$ cat src/core/eied_pkg.sv
// constants, types and helpers shared by the edge-detect block
package eied_pkg;

   // ****************************************
   // timing
   // ****************************************
   localparam int CLK_NS = 10;
   localparam int TCL_NS = 10;
   localparam int FAST_SAMPLE_TCL = 2;
   localparam int STD_SAMPLE_TCL = 16;
   localparam int ARB_TCL = 8;
   localparam int SPIKE_REJECT_NS = 10;
   localparam int SPIKE_DETECT_NS = 150;
   localparam logic [3:0] FAST_MASK =
      4'(FAST_SAMPLE_TCL * TCL_NS / CLK_NS - 1);
   localparam logic [3:0] STD_MASK =
      4'(STD_SAMPLE_TCL * TCL_NS / CLK_NS - 1);
   localparam logic [3:0] ARB_MASK = 4'(ARB_TCL * TCL_NS / CLK_NS - 1);
   localparam logic [3:0] FILT_CYC =
      4'((SPIKE_REJECT_NS + CLK_NS - 1) / CLK_NS);
   localparam logic [3:0] FILT_MAX_CYC = 4'(SPIKE_DETECT_NS / CLK_NS);

   // ****************************************
   // register map
   // ****************************************
   localparam logic [15:0] ADDR_EDGE_SEL = 16'hF1C0;
   localparam logic [15:0] ADDR_AUX_CTRL = 16'hF1C4;
   localparam logic [15:0] ADDR_AUX_CAP = 16'hF1C8;
   localparam logic [15:0] ADDR_STATUS = 16'hF1CC;
   localparam logic [15:0] ADDR_MASK = 16'hF1D0;
   localparam logic [15:0] EDGE_SEL_RST = 16'h0000;
   localparam logic [7:0] AUX_CTRL_RST = 8'h00;
   localparam int NUM_FAST = 8;
   localparam int ES_W = 2;
   localparam int AUX_MODE_LSB = 0;
   localparam int AUX_EDGE_LSB = 3;
   localparam int AUX_IE_BIT = 6;
   localparam int AUX_PEC_BIT = 7;
   localparam logic [2:0] AUX_MODE_CAPTURE = 3'h5;
   localparam int STAT_W = 10;
   localparam int STAT_AUX_BIT = 8;
   localparam int STAT_NMI_BIT = 9;
   localparam logic [1:0] RESP_OKAY = 2'h0;
   localparam logic [1:0] RESP_DECERR = 2'h3;

   typedef enum logic [1:0]
   {
      ES_STANDARD = 2'b00,
      ES_RISING = 2'b01,
      ES_FALLING = 2'b10,
      ES_ANY = 2'b11
   } eied_edge_e;

   // low bit selects rising, high bit falling; 00 selects neither
   function automatic logic edge_hit(input logic [1:0] sel,
                                     input logic old_v,
                                     input logic new_v);
      edge_hit = (sel[0] & new_v & ~old_v) | (sel[1] & ~new_v & old_v);
   endfunction

   function automatic logic [31:0] strb_mask(input logic [3:0] s);
      strb_mask = {{8{s[3]}}, {8{s[2]}}, {8{s[1]}}, {8{s[0]}}};
   endfunction

endpackage

$ cat src/core/eied_spike_filter.sv
// one-bit spike suppressor used for inputs seen while asleep
`timescale 1ns/1ps
module eied_spike_filter
   import eied_pkg::*;
#(
   parameter logic INIT = 1'b0
)
(
   input wire logic clk,
   input wire logic srst,
   input wire logic din,
   output logic dout
);

   logic [3:0] cnt_q;
   logic [3:0] cnt_d;
   logic out_q;
   logic out_d;

   // ****************************************
   // filter
   // ****************************************
   // a change must persist past the reject time before it is passed on
   always_comb
   begin
      cnt_d = 4'h0;
      out_d = out_q;
      if (din != out_q)
      begin
         if (cnt_q >= FILT_CYC)
            out_d = din;
         else
            cnt_d = cnt_q + 4'h1;
      end
   end

   always_ff @(posedge clk)
   begin
      if (srst)
      begin
         cnt_q <= 4'h0;
         out_q <= INIT;
      end
      else
      begin
         cnt_q <= cnt_d;
         out_q <= out_d;
      end
   end

   assign dout = out_q;

endmodule

$ cat src/core/eied_top.sv
// external interrupt edge detection with axi4-lite register access
//
// Contract
// RULE1: fast inputs sampled every two clock phases
// RULE2: standard inputs sampled every sixteen phases
// RULE3: event arbitration only every eight phases
// RULE4: edge field 00 off, 01 rise, 10 fall, 11 both
// RULE5: eight two-bit edge fields, seven topmost
// RULE6: detection leaves pin main function untouched
// RULE7: each request uses its own source line
// RULE8: software sets interrupt pins as inputs
// RULE9: aux pin interrupts only in capture mode
// RULE10: aux edge field low bits pick transitions
// RULE11: aux transition copies core timer count
// RULE12: enabled aux flag raises event or interrupt
// RULE13: sleep uses clockless-style edge capture path
// RULE14: sleep filters spikes on fast and nmi
// RULE15: compare new sample with old per source
//
// Chosen here: the AXI4-Lite register port.
`timescale 1ns/1ps
module eied_top
   import eied_pkg::*;
(
   input wire logic CLK,
   input wire logic SRST,
   input wire logic [15:0] AWADDR,
   input wire logic AWVALID,
   output logic AWREADY,
   input wire logic [31:0] WDATA,
   input wire logic [3:0] WSTRB,
   input wire logic WVALID,
   output logic WREADY,
   output logic [1:0] BRESP,
   output logic BVALID,
   input wire logic BREADY,
   input wire logic [15:0] ARADDR,
   input wire logic ARVALID,
   output logic ARREADY,
   output logic [31:0] RDATA,
   output logic [1:0] RRESP,
   output logic RVALID,
   input wire logic RREADY,
   input wire logic SLEEP,
   input wire logic [7:0] FAST_IN,
   input wire logic NMI_N,
   input wire logic AUX_TIMER_IN,
   input wire logic [15:0] CORE_TIMER,
   output logic [7:0] FAST_REQ,
   output logic AUX_IRQ_REQ,
   output logic AUX_PEC_REQ,
   output logic NMI_TRAP,
   output logic IRQ
);

   // ****************************************
   // bus slave
   // ****************************************
   logic [15:0] awaddr_q, awaddr_d;
   logic [31:0] wdata_q, wdata_d, wmask_q, wmask_d;
   logic aw_have_q, aw_have_d, w_have_q, w_have_d;
   logic awready_q, awready_d, wready_q, wready_d;
   logic bvalid_q, bvalid_d, arready_q, arready_d, rvalid_q, rvalid_d;
   logic [1:0] bresp_q, bresp_d, rresp_q, rresp_d;
   logic [31:0] rdata_q, rdata_d;
   logic do_wr;
   logic [31:0] wbits;

   // event-side state, declared early because reads see it
   logic [15:0] edge_sel_q, edge_sel_d, cap_q, cap_d;
   logic [7:0] aux_ctrl_q, aux_ctrl_d;
   logic [STAT_W-1:0] status_q, status_d, mask_q, mask_d;

   assign do_wr = aw_have_q & w_have_q & ~bvalid_q;
   assign wbits = wdata_q & wmask_q;

   always_comb
   begin
      awaddr_d = awaddr_q;
      wdata_d = wdata_q;
      wmask_d = wmask_q;
      aw_have_d = aw_have_q;
      w_have_d = w_have_q;
      bvalid_d = bvalid_q;
      bresp_d = bresp_q;
      rvalid_d = rvalid_q;
      rresp_d = rresp_q;
      rdata_d = rdata_q;
      if (AWVALID && awready_q)
      begin
         awaddr_d = AWADDR;
         aw_have_d = 1'b1;
      end
      if (WVALID && wready_q)
      begin
         wdata_d = WDATA;
         wmask_d = strb_mask(WSTRB);
         w_have_d = 1'b1;
      end
      if (do_wr)
      begin
         aw_have_d = 1'b0;
         w_have_d = 1'b0;
         bvalid_d = 1'b1;
         case (awaddr_q)
            ADDR_EDGE_SEL, ADDR_AUX_CTRL, ADDR_AUX_CAP,
            ADDR_STATUS, ADDR_MASK: bresp_d = RESP_OKAY;
            default: bresp_d = RESP_DECERR;
         endcase
      end
      else if (bvalid_q && BREADY)
         bvalid_d = 1'b0;
      if (ARVALID && arready_q)
      begin
         rvalid_d = 1'b1;
         rresp_d = RESP_OKAY;
         case (ARADDR)
            ADDR_EDGE_SEL: rdata_d = {16'h0000, edge_sel_q};
            ADDR_AUX_CTRL: rdata_d = {24'h000000, aux_ctrl_q};
            ADDR_AUX_CAP: rdata_d = {16'h0000, cap_q};
            ADDR_STATUS: rdata_d = {22'h0, status_q};
            ADDR_MASK: rdata_d = {22'h0, mask_q};
            default:
            begin
               rdata_d = 32'h00000000;
               rresp_d = RESP_DECERR;
            end
         endcase
      end
      else if (rvalid_q && RREADY)
         rvalid_d = 1'b0;
      // one write and one read in flight at a time
      awready_d = ~aw_have_d & ~bvalid_d;
      wready_d = ~w_have_d & ~bvalid_d;
      arready_d = ~rvalid_d;
   end

   always_ff @(posedge CLK)
   begin
      if (SRST)
      begin
         awaddr_q <= 16'h0000;
         wdata_q <= 32'h00000000;
         wmask_q <= 32'h00000000;
         aw_have_q <= 1'b0;
         w_have_q <= 1'b0;
         awready_q <= 1'b0;
         wready_q <= 1'b0;
         bvalid_q <= 1'b0;
         bresp_q <= RESP_OKAY;
         arready_q <= 1'b0;
         rvalid_q <= 1'b0;
         rresp_q <= RESP_OKAY;
         rdata_q <= 32'h00000000;
      end
      else
      begin
         awaddr_q <= awaddr_d;
         wdata_q <= wdata_d;
         wmask_q <= wmask_d;
         aw_have_q <= aw_have_d;
         w_have_q <= w_have_d;
         awready_q <= awready_d;
         wready_q <= wready_d;
         bvalid_q <= bvalid_d;
         bresp_q <= bresp_d;
         arready_q <= arready_d;
         rvalid_q <= rvalid_d;
         rresp_q <= rresp_d;
         rdata_q <= rdata_d;
      end
   end

   // ****************************************
   // sleep spike filters
   // ****************************************
   logic [NUM_FAST:0] filt_in, filt_out;
   assign filt_in = {NMI_N, FAST_IN};

   // RULE14: filter fast and nmi
   generate
      for (genvar i = 0; i <= NUM_FAST; i++)
      begin : g_filt
         eied_spike_filter #(.INIT(i == NUM_FAST)) u_filt
         (
            .clk(CLK),
            .srst(SRST),
            .din(filt_in[i]),
            .dout(filt_out[i])
         );
      end
   endgenerate

   // ****************************************
   // edge detection and arbitration
   // ****************************************
   logic [3:0] phase_q, phase_d;
   logic fast_slot, std_slot, arb_slot, take;
   logic [NUM_FAST:0] src, smp_q, smp_d, pend_q, pend_d;
   logic aux_smp_q, aux_smp_d, aux_pend_q, aux_pend_d, aux_hit;
   logic [7:0] fast_req_q, fast_req_d;
   logic aux_irq_q, aux_irq_d, aux_pec_q, aux_pec_d;
   logic nmi_trap_q, nmi_trap_d, irq_q, irq_d;
   logic [STAT_W-1:0] set_vec, clr_vec;

   // RULE1: fast sampling slot
   assign fast_slot = (phase_q & FAST_MASK) == FAST_MASK;
   // RULE2: standard scan slot
   assign std_slot = (phase_q & STD_MASK) == STD_MASK;
   // RULE3: arbitration slot
   assign arb_slot = (phase_q & ARB_MASK) == ARB_MASK;
   // RULE13: asleep, take every filtered capture
   assign take = SLEEP | fast_slot;
   assign src = SLEEP ? filt_out : filt_in;
   // RULE9: aux pin counts only in capture mode
   assign aux_hit = std_slot &&
      aux_ctrl_q[AUX_MODE_LSB +: 3] == AUX_MODE_CAPTURE &&
      // RULE10: top bit of edge field ignored
      edge_hit(aux_ctrl_q[AUX_EDGE_LSB +: 2], aux_smp_q, AUX_TIMER_IN);

   // RULE6: pins are only observed, never driven or masked
   always_comb
   begin
      phase_d = phase_q + 4'h1;
      smp_d = take ? src : smp_q;
      aux_smp_d = std_slot ? AUX_TIMER_IN : aux_smp_q;
      // a new edge in the transfer cycle stays pending
      pend_d = arb_slot ? '0 : pend_q;
      for (int i = 0; i < NUM_FAST; i++)
      begin
         // RULE15: new sample against old one
         // RULE4: field decode per source
         if (take && edge_hit(edge_sel_q[i*ES_W +: ES_W], smp_q[i], src[i]))
            pend_d[i] = 1'b1;
      end
      if (take && smp_q[NUM_FAST] && !src[NUM_FAST])
         pend_d[NUM_FAST] = 1'b1;
      aux_pend_d = (aux_pend_q & ~arb_slot) | aux_hit;
      // RULE11: capture core timer on aux edge
      cap_d = aux_hit ? CORE_TIMER : cap_q;
      // RULE7: each source raises its own line
      fast_req_d = arb_slot ? pend_q[NUM_FAST-1:0] : 8'h00;
      nmi_trap_d = arb_slot & pend_q[NUM_FAST];
      // RULE12: enabled aux flag picks event or interrupt
      aux_pec_d = arb_slot & aux_pend_q & aux_ctrl_q[AUX_IE_BIT] &
                  aux_ctrl_q[AUX_PEC_BIT];
      aux_irq_d = arb_slot & aux_pend_q & aux_ctrl_q[AUX_IE_BIT] &
                  ~aux_ctrl_q[AUX_PEC_BIT];
      set_vec = arb_slot ? {pend_q[NUM_FAST], aux_pend_q,
                            pend_q[NUM_FAST-1:0]} : '0;
      clr_vec = (do_wr && awaddr_q == ADDR_STATUS) ?
                wbits[STAT_W-1:0] : '0;
      // set beats a write-one-to-clear in the same cycle
      status_d = (status_q & ~clr_vec) | set_vec;
      mask_d = mask_q;
      edge_sel_d = edge_sel_q;
      aux_ctrl_d = aux_ctrl_q;
      if (do_wr)
      begin
         // RULE5: eight fields, source seven on top
         if (awaddr_q == ADDR_EDGE_SEL)
            edge_sel_d = (edge_sel_q & ~wmask_q[15:0]) | wbits[15:0];
         if (awaddr_q == ADDR_AUX_CTRL)
            aux_ctrl_d = (aux_ctrl_q & ~wmask_q[7:0]) | wbits[7:0];
         if (awaddr_q == ADDR_MASK)
            mask_d = (mask_q & ~wmask_q[STAT_W-1:0]) | wbits[STAT_W-1:0];
      end
      irq_d = |(status_q & mask_q);
   end

   always_ff @(posedge CLK)
   begin
      if (SRST)
      begin
         phase_q <= 4'h0;
         smp_q <= {1'b1, 8'h00};
         pend_q <= '0;
         aux_smp_q <= 1'b0;
         aux_pend_q <= 1'b0;
         cap_q <= 16'h0000;
         fast_req_q <= 8'h00;
         nmi_trap_q <= 1'b0;
         aux_pec_q <= 1'b0;
         aux_irq_q <= 1'b0;
         status_q <= '0;
         mask_q <= '0;
         edge_sel_q <= EDGE_SEL_RST;
         aux_ctrl_q <= AUX_CTRL_RST;
         irq_q <= 1'b0;
      end
      else
      begin
         phase_q <= phase_d;
         smp_q <= smp_d;
         pend_q <= pend_d;
         aux_smp_q <= aux_smp_d;
         aux_pend_q <= aux_pend_d;
         cap_q <= cap_d;
         fast_req_q <= fast_req_d;
         nmi_trap_q <= nmi_trap_d;
         aux_pec_q <= aux_pec_d;
         aux_irq_q <= aux_irq_d;
         status_q <= status_d;
         mask_q <= mask_d;
         edge_sel_q <= edge_sel_d;
         aux_ctrl_q <= aux_ctrl_d;
         irq_q <= irq_d;
      end
   end

   assign AWREADY = awready_q;
   assign WREADY = wready_q;
   assign BVALID = bvalid_q;
   assign BRESP = bresp_q;
   assign ARREADY = arready_q;
   assign RVALID = rvalid_q;
   assign RDATA = rdata_q;
   assign RRESP = rresp_q;
   assign FAST_REQ = fast_req_q;
   assign AUX_IRQ_REQ = aux_irq_q;
   assign AUX_PEC_REQ = aux_pec_q;
   assign NMI_TRAP = nmi_trap_q;
   assign IRQ = irq_q;
endmodule

$ cat config.mk
export PLATFORM = sky130hd
export DESIGN_NAME = eied_top
export DESIGN_NICKNAME = d
export VERILOG_FILES = /design/src/core/eied_pkg.sv /design/src/core/eied_spike_filter.sv /design/src/core/eied_top.sv
export SDC_FILE = /design/constraint.sdc
export NUM_CORES = 1
export LEC_CHECK = 0
export ABC_AREA = 0
export BUFFER_PORTS_ARGS = -buffer_cell sky130_fd_sc_hd__buf_2
export CAP_MARGIN = 30
export CELL_PAD_IN_SITES_DETAIL_PLACEMENT = 1
export CELL_PAD_IN_SITES_GLOBAL_PLACEMENT = 2
export CORE_MARGIN = 2
export CORE_UTILIZATION = 38
export CTS_BUF_LIST = sky130_fd_sc_hd__clkbuf_4 sky130_fd_sc_hd__clkbuf_8
export DETAILED_ROUTE_END_ITERATION = 7
export PLACE_DENSITY_LB_ADDON = 0.1
export SETUP_SLACK_MARGIN = 0.05
export SLEW_MARGIN = 20
export SYNTH_ARGS = -nofsm -noshare
export SYNTH_HDL_FRONTEND = slang
export SYNTH_HIERARCHICAL = 1
export SYNTH_SLANG_ARGS = --single-unit
export TNS_END_PERCENT = 5
$ cat constraint.sdc
create_clock -name CLK -period 3.9 [get_ports CLK]
set_clock_uncertainty 0.2 [all_clocks]
set_input_delay 0.195 -clock CLK [delete_from_list [all_inputs] [get_ports CLK]]
set_output_delay 0.195 -clock CLK [all_outputs]
set_load 0.01 [all_outputs]
==> out/metrics.cfg, run 1 <==
[pwr]
power.density_nw_per_um2 = 370
pwr-share-comb_pct = 10.6
switching_power_mw = 1.07
ir_worst_vdd_mv = 0.158
switching_share_pct = 27.7
total_leakage_power_nw = 4.12
seq_power_share_pct = 55.7
finalPower_mw = 3.85
clkPwrFrac_pct = 33.7
internal_power_mw = 2.79

[synthesis]
ys_seq_area_share_pct = 46.0
synth_edf_count = 0
synth_top_family_by_area = simple AND/OR/NAND/NOR gates
yosys_register_bits = 200
yosys.area_share.adder_pct = 4.17
avgSynthCellArea_um2 = 9.19
synth_xor_area_share_pct = 1.91
yosys.area_share.simple_pct = 21.0
yosysUniqueCellTypes = 56
synthFlopType = dfxtp_1
async_reset_ff_share_pct = 0
netlist_instances = 946
synth_top_area_cell = dfxtp_1
netlist.area_leader.share_pct = 46.0
synth_compound_area_share_pct = 12.5
synth_area_leaders = dfxtp_1 46%, mux2i_1 6.9%, a21oi_1 5.8%, ha_1 4.2%, nand2_1 3.9%
yosysWarnings = 6
syn_area_um2 = 8700
synth.mux.area_fraction_pct = 8.59

[critical_path]
critPathTopFamily = simple AND/OR/NAND/NOR gates
worstPathMaxFanout = 25
cp_slowest_cell = and4_1
cp-start-kind = register
max_stage_delay_ps = 840
critPathBufInv = 1
cp-end-kind = register
path_class = register to register
cp_data_required_time_ps = 4110
critPathArrivalTime_ps = 2560
cp_cell_sequence = and4b_1, and4_1, buf_4, nand3_1, a21oi_1

[floorplanning]
die_height_um = 155
die_area_um2 = 24100
die-width_um = 155
num_io_pins = 155
start_util_pct = 38.5
rows = 55
core-area_um2 = 22600

[grt]
grt_pass1_wl_um = 38800
antenna_found_initial = 0
overflow = 0
grt_max_degree = 169
grt_pass1_vias = 7234
grt.total_usage_pct = 20.5

[layout]
layout-drive-gt1-share_pct = 16.3
final_common_cell = dfxtp_1
nets = 1230
fillerInstances = 2632
multi_input_area_um2 = 4300
diodes = 0
finish.utilization_pct = 46.2
final_cell_mix = 200 x dfxtp_1, 119 x buf_2, 100 x a21oi_1
regArea_um2 = 4000
syn2layout_area_growth_pct = 19.8

[clock_tree]
root_buffer = clkbuf_8
path_clk_slew_ps = 110
cts-buffers-inserted = 17
htree_levels = 4
clock_latency_ps = 480
cts_max_path_buffers = 2
tritoncts = done
ctsResizeCount = 0
clock-sinks = 200
post_cts.repair.setup_buffers = 0
cts_hold_buf = 64

[sta]
rsz0062_at_grt = no
finalHoldViolCount = 0
slew_viol_final = 0
slew_headroom_pct = 36.2
tns_ps = 0
finalSetupViolCount = 0
fin_ws_ps = 1550
fin_crit_sh_pct = 60.2
tightest_slew_ps = 949
period_minus_slack_ps = 2350
fmax_ghz = 0.426

[outcome]
outcome = completed

[drt]
drtPass1Iterations = 4
routed_wl_um = 24200
vias = 7145
drtAntennaViolNets = 0
routed_via_density = 5.11
drt-initial-drc-count = 321
route.detailed.drc = 0
routedWlPerCell_um = 17.3

[placed_design]
post-place-ws_ps = 1500
gp_congestion = 0.763
io_buffers = 120
hpwl_um = 16700

[run]
cap_violations = 0

[min_path]
hold_path.class = primary input to register

-- cell usage after synthesis, types with 4 or more instances --
master and n:
dfxtp_1 200, a21oi_1 100, nand2_1 90, nor2_1 68, mux2i_1 60, nand3_1 56, clkbuf_1 38, ha_1 29
o21ai_1 27, nand2b_1 26, o21ai_0 23, nor4_1 21, inv_1 20, buf_4 18, xnor2_1 18, mux2_1 13
and3_1 11, a32oi_1 10, conb_1 10, or4b_4 10, a22oi_1 9, a31o_1 9, nor4b_1 9, buf_2 7
nor2b_1 6, and2_1 4, nand3b_1 4, nor3_1 4
-- tightest hold or removal path: stages --
cell and delay [ps]:
buf_2 110, nand4_4 110, nor4_4 110, a31oi_1 160
-- worst paths after layout --
path / from / to / slack (ps) / cells after the start
setup / recovery: awaddr_q[11]$_SDFFE_PP0P_ / register / 1550 / 5
hold / removal: ARADDR[7] / RRESP[0]$_SDFFE_PP0P_ / 50 / 4
setup reg to reg: awaddr_q[11]$_SDFFE_PP0P_ / register / 1550 / 5
hold reg to reg: RDATA[13]$_SDFFE_PP0P_ / RDATA[13]$_SDFFE_PP0P_ / 250 / 2
-- cell families (layout without fill, tap and decap cells) --
| logic type | after synthesis | in the layout |
|---|---|---|
| AOI/OAI and AO/OA | 190 | 190 |
| xor gates and xnor gates | 19 | 19 |
| adders and majority gates | 29 | 29 |
| buffers and inverters | 92 | 243 |
| DFF | 200 | 200 |
| muxes | 73 | 73 |
| other | 10 | 25 |
| and+or+nand+nor | 333 | 333 |
-- routing by layer --
metal	routed length (µm)	vias to the layer above	global-route usage, %
li1	-	3569	-
met1	11500	3460	27.4
met2	11800	102	34.6
met3	707	14	4.09
met4	185	0	3.89
met5	0	-	0
-- layout make-up --
cell class                      instances  area share, %
Inverter                               21          0.757
Multi-Input combinational cell        669           41.2
Sequential cell                       200           38.4
Tap cell                              285           3.42
Clock buffer                           20           2.58
Clock inverter                         12           1.08
Timing Repair Buffer                  190           12.5
-- power groups by stage --
stage	logic, mW	clock network, mW	registers (mW)
finish	0.408	1.30	2.15
global route	0.456	1.44	2.16
CTS	0.413	1.35	2.15
detailed placement	0.363	0	2.20
global placement	0.358	0	2.19
floorplan	0.248	0	2.19
-- through the flow --
stage               instances  hold WS, ps  cell area (µm²)
floorplan                 961         71.2             8750
global placement         1301          229             9400
detailed placement       1301          242             9400
CTS                      1397         17.2            10400
global route             1397         25.4            10400
finish                   1397         50.7            10400
Note: power is estimated with default switching activity, not from simulation.
==> inputs of run 2 (changes only) <==
ABC_AREA = 1   (was 0)
CORE_UTILIZATION = 29   (was 38)
clock period = 1.96 ns   (was 3.9 ns; I/O delays follow)
==> out/metrics.cfg, run 2 <==
[placed_design]
io_buffers = 120  ; unchanged
post-place-ws_ps = 42.6  ; -1460 ps
place_inst = 1746  ; +34%
hpwl_um = 19900  ; +19%
gp_congestion = 0.730  ; -4.3%

[synthesis]
yosysUniqueCellTypes = 36  ; -36%
yosys_register_bits = 200  ; unchanged
synthFlopType = dfxtp_1
avgSynthCellArea_um2 = 7.27  ; -21%
synth_top_area_cell = dfxtp_1
yosysWarnings = 6  ; unchanged
syn_area_um2 = 9050  ; +4.0%
yosysMostFrequentCell = nand2_1
synth_common_cells = 220 x nand2_1, 200 x dfxtp_1, 183 x nor2_1
netlist.area_leader.share_pct = 44.3  ; -1.8 points
async_reset_ff_share_pct = 0  ; unchanged
netlist_instances = 1244  ; +32%
synth_area_leaders = dfxtp_1 44%, nand2_1 9.1%, nor2_1 7.6%, inv_1 7.2%, o21ai_0 6.0%
ys_seq_area_share_pct = 44.3  ; -1.8 points
synth_edf_count = 0  ; unchanged

[sta]
finalSetupViolCount = 0  ; unchanged
tightest_slew_ps = 681  ; -268 ps
finalHoldViolCount = 0  ; unchanged
period_minus_slack_ps = 1820  ; -530 ps
fin_crit_sh_pct = 92.7  ; +32 points
rsz0062_at_grt = yes
slew_viol_final = 0  ; unchanged
fin_ws_ps = 144  ; -1410 ps
fmax_ghz = 0.551  ; +29%
slew_headroom_pct = 54.6  ; +18 points
worst_hold_slack_ps = 16.6  ; -34.0 ps

[layout]
final_common_cell = nand2_1
layout-drive-gt1-share_pct = 16.9  ; +0.58 points
final_cell_mix = 218 x nand2_1, 195 x dfxtp_1, 181 x nor2_1
finish.utilization_pct = 37.9  ; -8.3 points
diodes = 0  ; unchanged
nets = 1595  ; +30%
multi_input_area_um2 = 4130  ; -3.8%
fillerInstances = 3808  ; +45%
regArea_um2 = 4010  ; +0.16%
syn2layout_area_growth_pct = 28.3
finalNonFillerCells = 1873  ; +34%

[grt]
use_met3_pct = 2.67  ; -1.4 points
antenna_found_initial = 0  ; unchanged
overflow = 0  ; unchanged
grt-busiest-layer = met2
grt.total_usage_pct = 17.2  ; -3.3 points
use_met1_pct = 23.7  ; -3.6 points
grt_max_degree = 46  ; -73%
met2_usage_pct = 27.8  ; -6.7 points
grt_pass1_vias = 8491  ; +17%
grt_pass1_wl_um = 44500  ; +15%

[critical_path]
r2r-end = wdata_q[3]$_SDFFE_PP0P_
cp_data_required_time_ps = 2170  ; -1940 ps
critPathArrivalTime_ps = 2030  ; -530 ps
max_stage_delay_ps = 590  ; -250 ps
worst-r2r-cell-count = 5  ; unchanged
cp-end-kind = register
cp-start-kind = register
timing.rr.start = WREADY$_SDFF_PP0_
cp_cell_sequence = nand2_1, buf_4, o21ai_0, dlygate4sd3_1, nor2_1
critPathBufInv = 2  ; +1
rrSetupSlack_ps = 140  ; -1410 ps
path_class = register to register
cp_slowest_cell = dlygate4sd3_1
worstPathMaxFanout = 19  ; -24%
critPathTopFamily = buffers and inverters

[pwr]
total_leakage_power_nw = 5.07  ; +23%
power.density_nw_per_um2 = 712  ; +92%
ir_worst_vdd_mv = 0.348  ; +120%

[clock_tree]
tritoncts = done
cts_max_path_buffers = 2  ; unchanged
clock_latency_ps = 500  ; +20 ps
post_cts.repair.setup_buffers = 0  ; unchanged
htree_levels = 4  ; unchanged
path_clk_slew_ps = 120  ; about the same
root_buffer = clkbuf_8
clock-sinks = 200  ; unchanged
cts-buffers-inserted = 17  ; unchanged

[min_path]
min_to = RDATA[9]$_SDFFE_PP0P_
hold_depth = 8  ; +4
hold_path.class = primary input to register
min_from = ARADDR[5]

[outcome]
outcome = completed

[drt]
vias = 8305  ; +16%
routed_wl_um = 27100  ; +12%
route.detailed.drc = 0  ; unchanged
drt-initial-drc-count = 383  ; +19%
routed_via_density = 4.43  ; -13%
routedWlPerCell_um = 14.5  ; -16%
drtPass1Iterations = 4  ; unchanged
drtAntennaViolNets = 0  ; unchanged

[run]
cap_violations = 0  ; unchanged

[floorplanning]
core-area_um2 = 30700  ; +36%
die-width_um = 181  ; +16%
die_area_um2 = 32600  ; +35%
die_height_um = 181  ; +16%
num_io_pins = 155  ; unchanged
rows = 64  ; +16%
start_util_pct = 29.5  ; -9.0 points

run 2: cell type report:
class,count,area share [%]
clock buffer,20,2.26
clock inverter,12,1.43
inverter,176,5.72
multi-input combinational,821,35.6
sequential,200,34.5
tap,396,4.27
timing repair buffer,248,16.2
run 2: through the flow:
step | power [mW] | TNS, ps | instance area, µm²
global placement | 5.27 | 0 | 10200
floorplan | 4.96 | 0 | 9100
detailed placement | 5.29 | 0 | 10200
CTS | 8.41 | 0 | 11600
finish | 8.26 | 0 | 11600
global route | 8.73 | -1.41 | 11600
run 2: where the power goes:
part	internal [mW]	total, mW	switching (mW)
registers	4.22	4.35	0.130
logic	0.446	0.998	0.551
clock network	1.34	2.91	1.57
total	6.01	8.26	2.25
run 2: worst max path at each step:
stage / depth (start not counted) / startpoint / end
after floorplan: 7 / phase_q[0]$_SDFF_PP0_ / status_q[6]$_SDFF_PP0_
after global placement: 8 / ARADDR[9] / RDATA[2]$_SDFFE_PP0P_
after detailed placement: 8 / ARADDR[9] / RDATA[2]$_SDFFE_PP0P_
after CTS: 9 / phase_q[1]$_SDFF_PP0_ / cap_q[9]$_SDFFE_PP0P_
after global routing: 8 / awaddr_q[10]$_SDFFE_PP0P_ / register
final: 5 / WREADY$_SDFF_PP0_ / wdata_q[3]$_SDFFE_PP0P_
run 2: cells by family (layout without fill, tap and decap cells):
group,count (synthesis),after routing,share of synthesized area [%]
flops,200,200,44.3
xor+xnor,1,1,0.0968
buf+inv,238,456,11.1
simple gates,560,560,28.2
fa+ha+maj,29,29,4.01
compound gates,205,205,11.8
mux,1,1,0.111
other cells,10,25,0.415
run 2: routing by layer:
metal,share of wire (%),wire length (µm)
met5,0,0
met4,1.3,349
met3,3.3,885
met2,44,12100
met1,51,13800
run 2: what timing repair did:
action                                  4_1_cts  5_1_grt
gates resized for setup                       1       23
hold endpoints to repair                    162        0
pin swaps                                     0        8
endpoints found under the setup margin       11       52
cloned                                        0        0
hold buffers                                 95        0
run 2: worst min-delay path, delay by kind of cell:
family                 cells  cell delay (ps)
AO/OA/AOI/OAI              1               50
buffers and inverters      1               90
AND/OR/NAND/NOR            6              420
==> inputs of run 3 (changes only) <==
SYNTH_HIERARCHICAL = not set   (was 1)
==> out/metrics.cfg, run 3 <==
[outcome]
outcome = completed

[critical_path]
worst-r2r-cell-count = 7  ; +2
cp-start-kind = primary input
worstPathMaxFanout = 60  ; +41
timing.rr.start = BVALID$_SDFF_PP0_
cp-end-kind = register
critPathArrivalTime_ps = 2040  ; about the same
cp_data_required_time_ps = 2170  ; about the same
rrSetupSlack_ps = 190  ; +50 ps
path_class = primary input to register

[synthesis]
synthFlopType = dfxtp_1
synth_area_leaders = dfxtp_1 47%, nand2_1 8.5%, nor2_1 7.9%, o21ai_0 6.5%, inv_1 6.0%
yosysWarnings = 0  ; -6
yosysMostFrequentCell = dfxtp_1
synth_edf_count = 0  ; unchanged
yosys_register_bits = 200  ; unchanged
avgSynthCellArea_um2 = 7.49  ; +3.0%
synth_top_area_cell = dfxtp_1
ys_seq_area_share_pct = 46.6  ; +2.3 points
synth_common_cells = 200 x dfxtp_1, 195 x nand2_1, 180 x nor2_1
syn_area_um2 = 8590  ; -5.0%
yosysUniqueCellTypes = 38  ; +5.6%
async_reset_ff_share_pct = 0  ; unchanged
netlist_instances = 1147  ; -7.8%
netlist.area_leader.share_pct = 46.6  ; +2.3 points

[sta]
slew_headroom_pct = 62.9  ; +8.4 points
tightest_slew_ps = 555  ; -126 ps
finalHoldViolCount = 0  ; unchanged
tns_ps = 0  ; unchanged
finalSetupViolCount = 0  ; unchanged
rsz0062_at_grt = no
slew_viol_final = 0  ; unchanged
fmax_ghz = 0.548  ; -0.41%
period_minus_slack_ps = 1820  ; +7.44 ps
fin_crit_sh_pct = 93.1  ; +0.38 points
fin_ws_ps = 136  ; -7.44 ps

[floorplanning]
rows = 63  ; -1.6%
core-area_um2 = 29400  ; -4.1%
start_util_pct = 29.2  ; -0.26 points
num_io_pins = 155  ; unchanged
die-width_um = 176  ; -2.5%
die_height_um = 176  ; -2.5%
die_area_um2 = 31000  ; -4.9%

[grt]
antenna_found_initial = 0  ; unchanged
grt_pass1_vias = 7972  ; -6.1%
grt_max_degree = 61  ; +33%
grt.total_usage_pct = 17.2  ; +0.069 points
overflow = 0  ; unchanged
grt_pass1_wl_um = 42000  ; -5.6%

[pwr]
power.density_nw_per_um2 = 720  ; +1.1%
finalPower_mw = 8.06  ; -2.4%
ir_worst_vdd_mv = 0.322  ; -7.6%
total_leakage_power_nw = 4.83  ; -4.8%

[clock_tree]
path_clk_slew_ps = 110  ; about the same
clock_latency_ps = 480  ; -20 ps
htree_levels = 4  ; unchanged
cts_max_path_buffers = 2  ; unchanged
clock-sinks = 200  ; unchanged
tritoncts = done
root_buffer = clkbuf_8
cts-buffers-inserted = 17  ; unchanged

[drt]
drtPass1Iterations = 4  ; unchanged
routed_via_density = 4.42  ; -0.26%
route.detailed.drc = 0  ; unchanged
drt-initial-drc-count = 338  ; -12%
drtAntennaViolNets = 0  ; unchanged
routed_wl_um = 26100  ; -3.9%
vias = 7894  ; -4.9%
routedWlPerCell_um = 14.6  ; +0.82%

[placed_design]
gp_congestion = 0.745  ; +2.0%
placed_area_um2 = 9660  ; -5.1%
hpwl_um = 18700  ; -5.9%
post-place-ws_ps = 103  ; +60.1 ps
io_buffers = 120  ; unchanged

[min_path]
min_to = RDATA[9]$_SDFFE_PP0P_
hold_path.class = primary input to register
min_from = ARADDR[5]
hold_depth = 8  ; unchanged

[layout]
syn2layout_area_growth_pct = 30.3
final_cell_mix = 199 x dfxtp_1, 194 x nand2_1, 179 x nor2_1
fillerInstances = 3620  ; -4.9%
final_area_um2 = 11200  ; -3.5%
layout-drive-gt1-share_pct = 14.9  ; -1.9 points
final_common_cell = dfxtp_1
diodes = 0  ; unchanged
nets = 1513  ; -5.1%

[run]
cap_violations = 0  ; unchanged

[run 3: per-layer routing]
metal	global-route usage, %	wire, µm	vias up
met3	2.65	853	11
met2	28.6	11900	122
met5	0	0	-
met1	23.6	13100	3660
li1	-	-	4101
met4	3.86	209	0
[run 3: power by group]
group,switching [mW],internal (mW),total (mW)
clock,1.56,1.28,2.84
sequential,0.132,4.22,4.35
combinational,0.459,0.414,0.873
[run 3: layout make-up]
type	count	area [µm²]	share of cell area (%)
inverters	141	539	4.81
well taps	390	488	4.36
flip-flops and latches	200	4010	35.8
clock buffers	21	283	2.52
multi-input cells	767	3830	34.2
repair buffers	255	1920	17.1
clock inverters	11	136	1.22
[run 3: stage by stage]
step | hold slack, ps | std cells | utilization [%]
2_1_floorplan | 62.3 | 1171 | -
3_3_place_gp | 155 | 1645 | 32.9
3_5_place_dp | 159 | 1645 | 32.9
4_1_cts | 9.51 | 1783 | 37.9
5_1_grt | 95.7 | 1785 | 38.1
6_report | 48.0 | 1785 | 38.1
[run 3: kinds of logic after synthesis]
family	share of synthesized area (%)
AOI/OAI and AO/OA	13.3
buffers and inverters	10.3
DFF	46.6
xor gates and xnor gates	1.43
and+or+nand+nor	24.1
other	0.0436
adders and majority gates	4.22
[run 3: worst max-delay path by stage]
stage	cells past startpoint	end	from
floorplan	7	cap_q[10]$_SDFFE_PP0P_	phase_q[0]$_SDFF_PP0_
global placement	8	cap_q[12]$_SDFFE_PP0P_	phase_q[1]$_SDFF_PP0_
CTS	10	register	awaddr_q[8]$_SDFFE_PP0P_
finish	7	wmask_q[7]$_SDFFE_PP0P_	SRST
detailed placement	8	cap_q[12]$_SDFFE_PP0P_	phase_q[1]$_SDFF_PP0_
global route	10	register	awaddr_q[8]$_SDFFE_PP0P_
[run 3: critical path, cell delays in order]
cell           delay (ps)
buf_2                 110
dlygate4sd3_1         600
inv_2                 100
buf_12                230
o21ai_0               150
dlygate4sd3_1         590
a21oi_1               110
[run 3: timing repair]
action                                 4_1_cts  5_1_grt
endpoints found under the hold margin      125        0
setup buffers                                0        2
hold buffers                               106        0
resized for setup                            0       17
setup endpoints to repair                    0       62
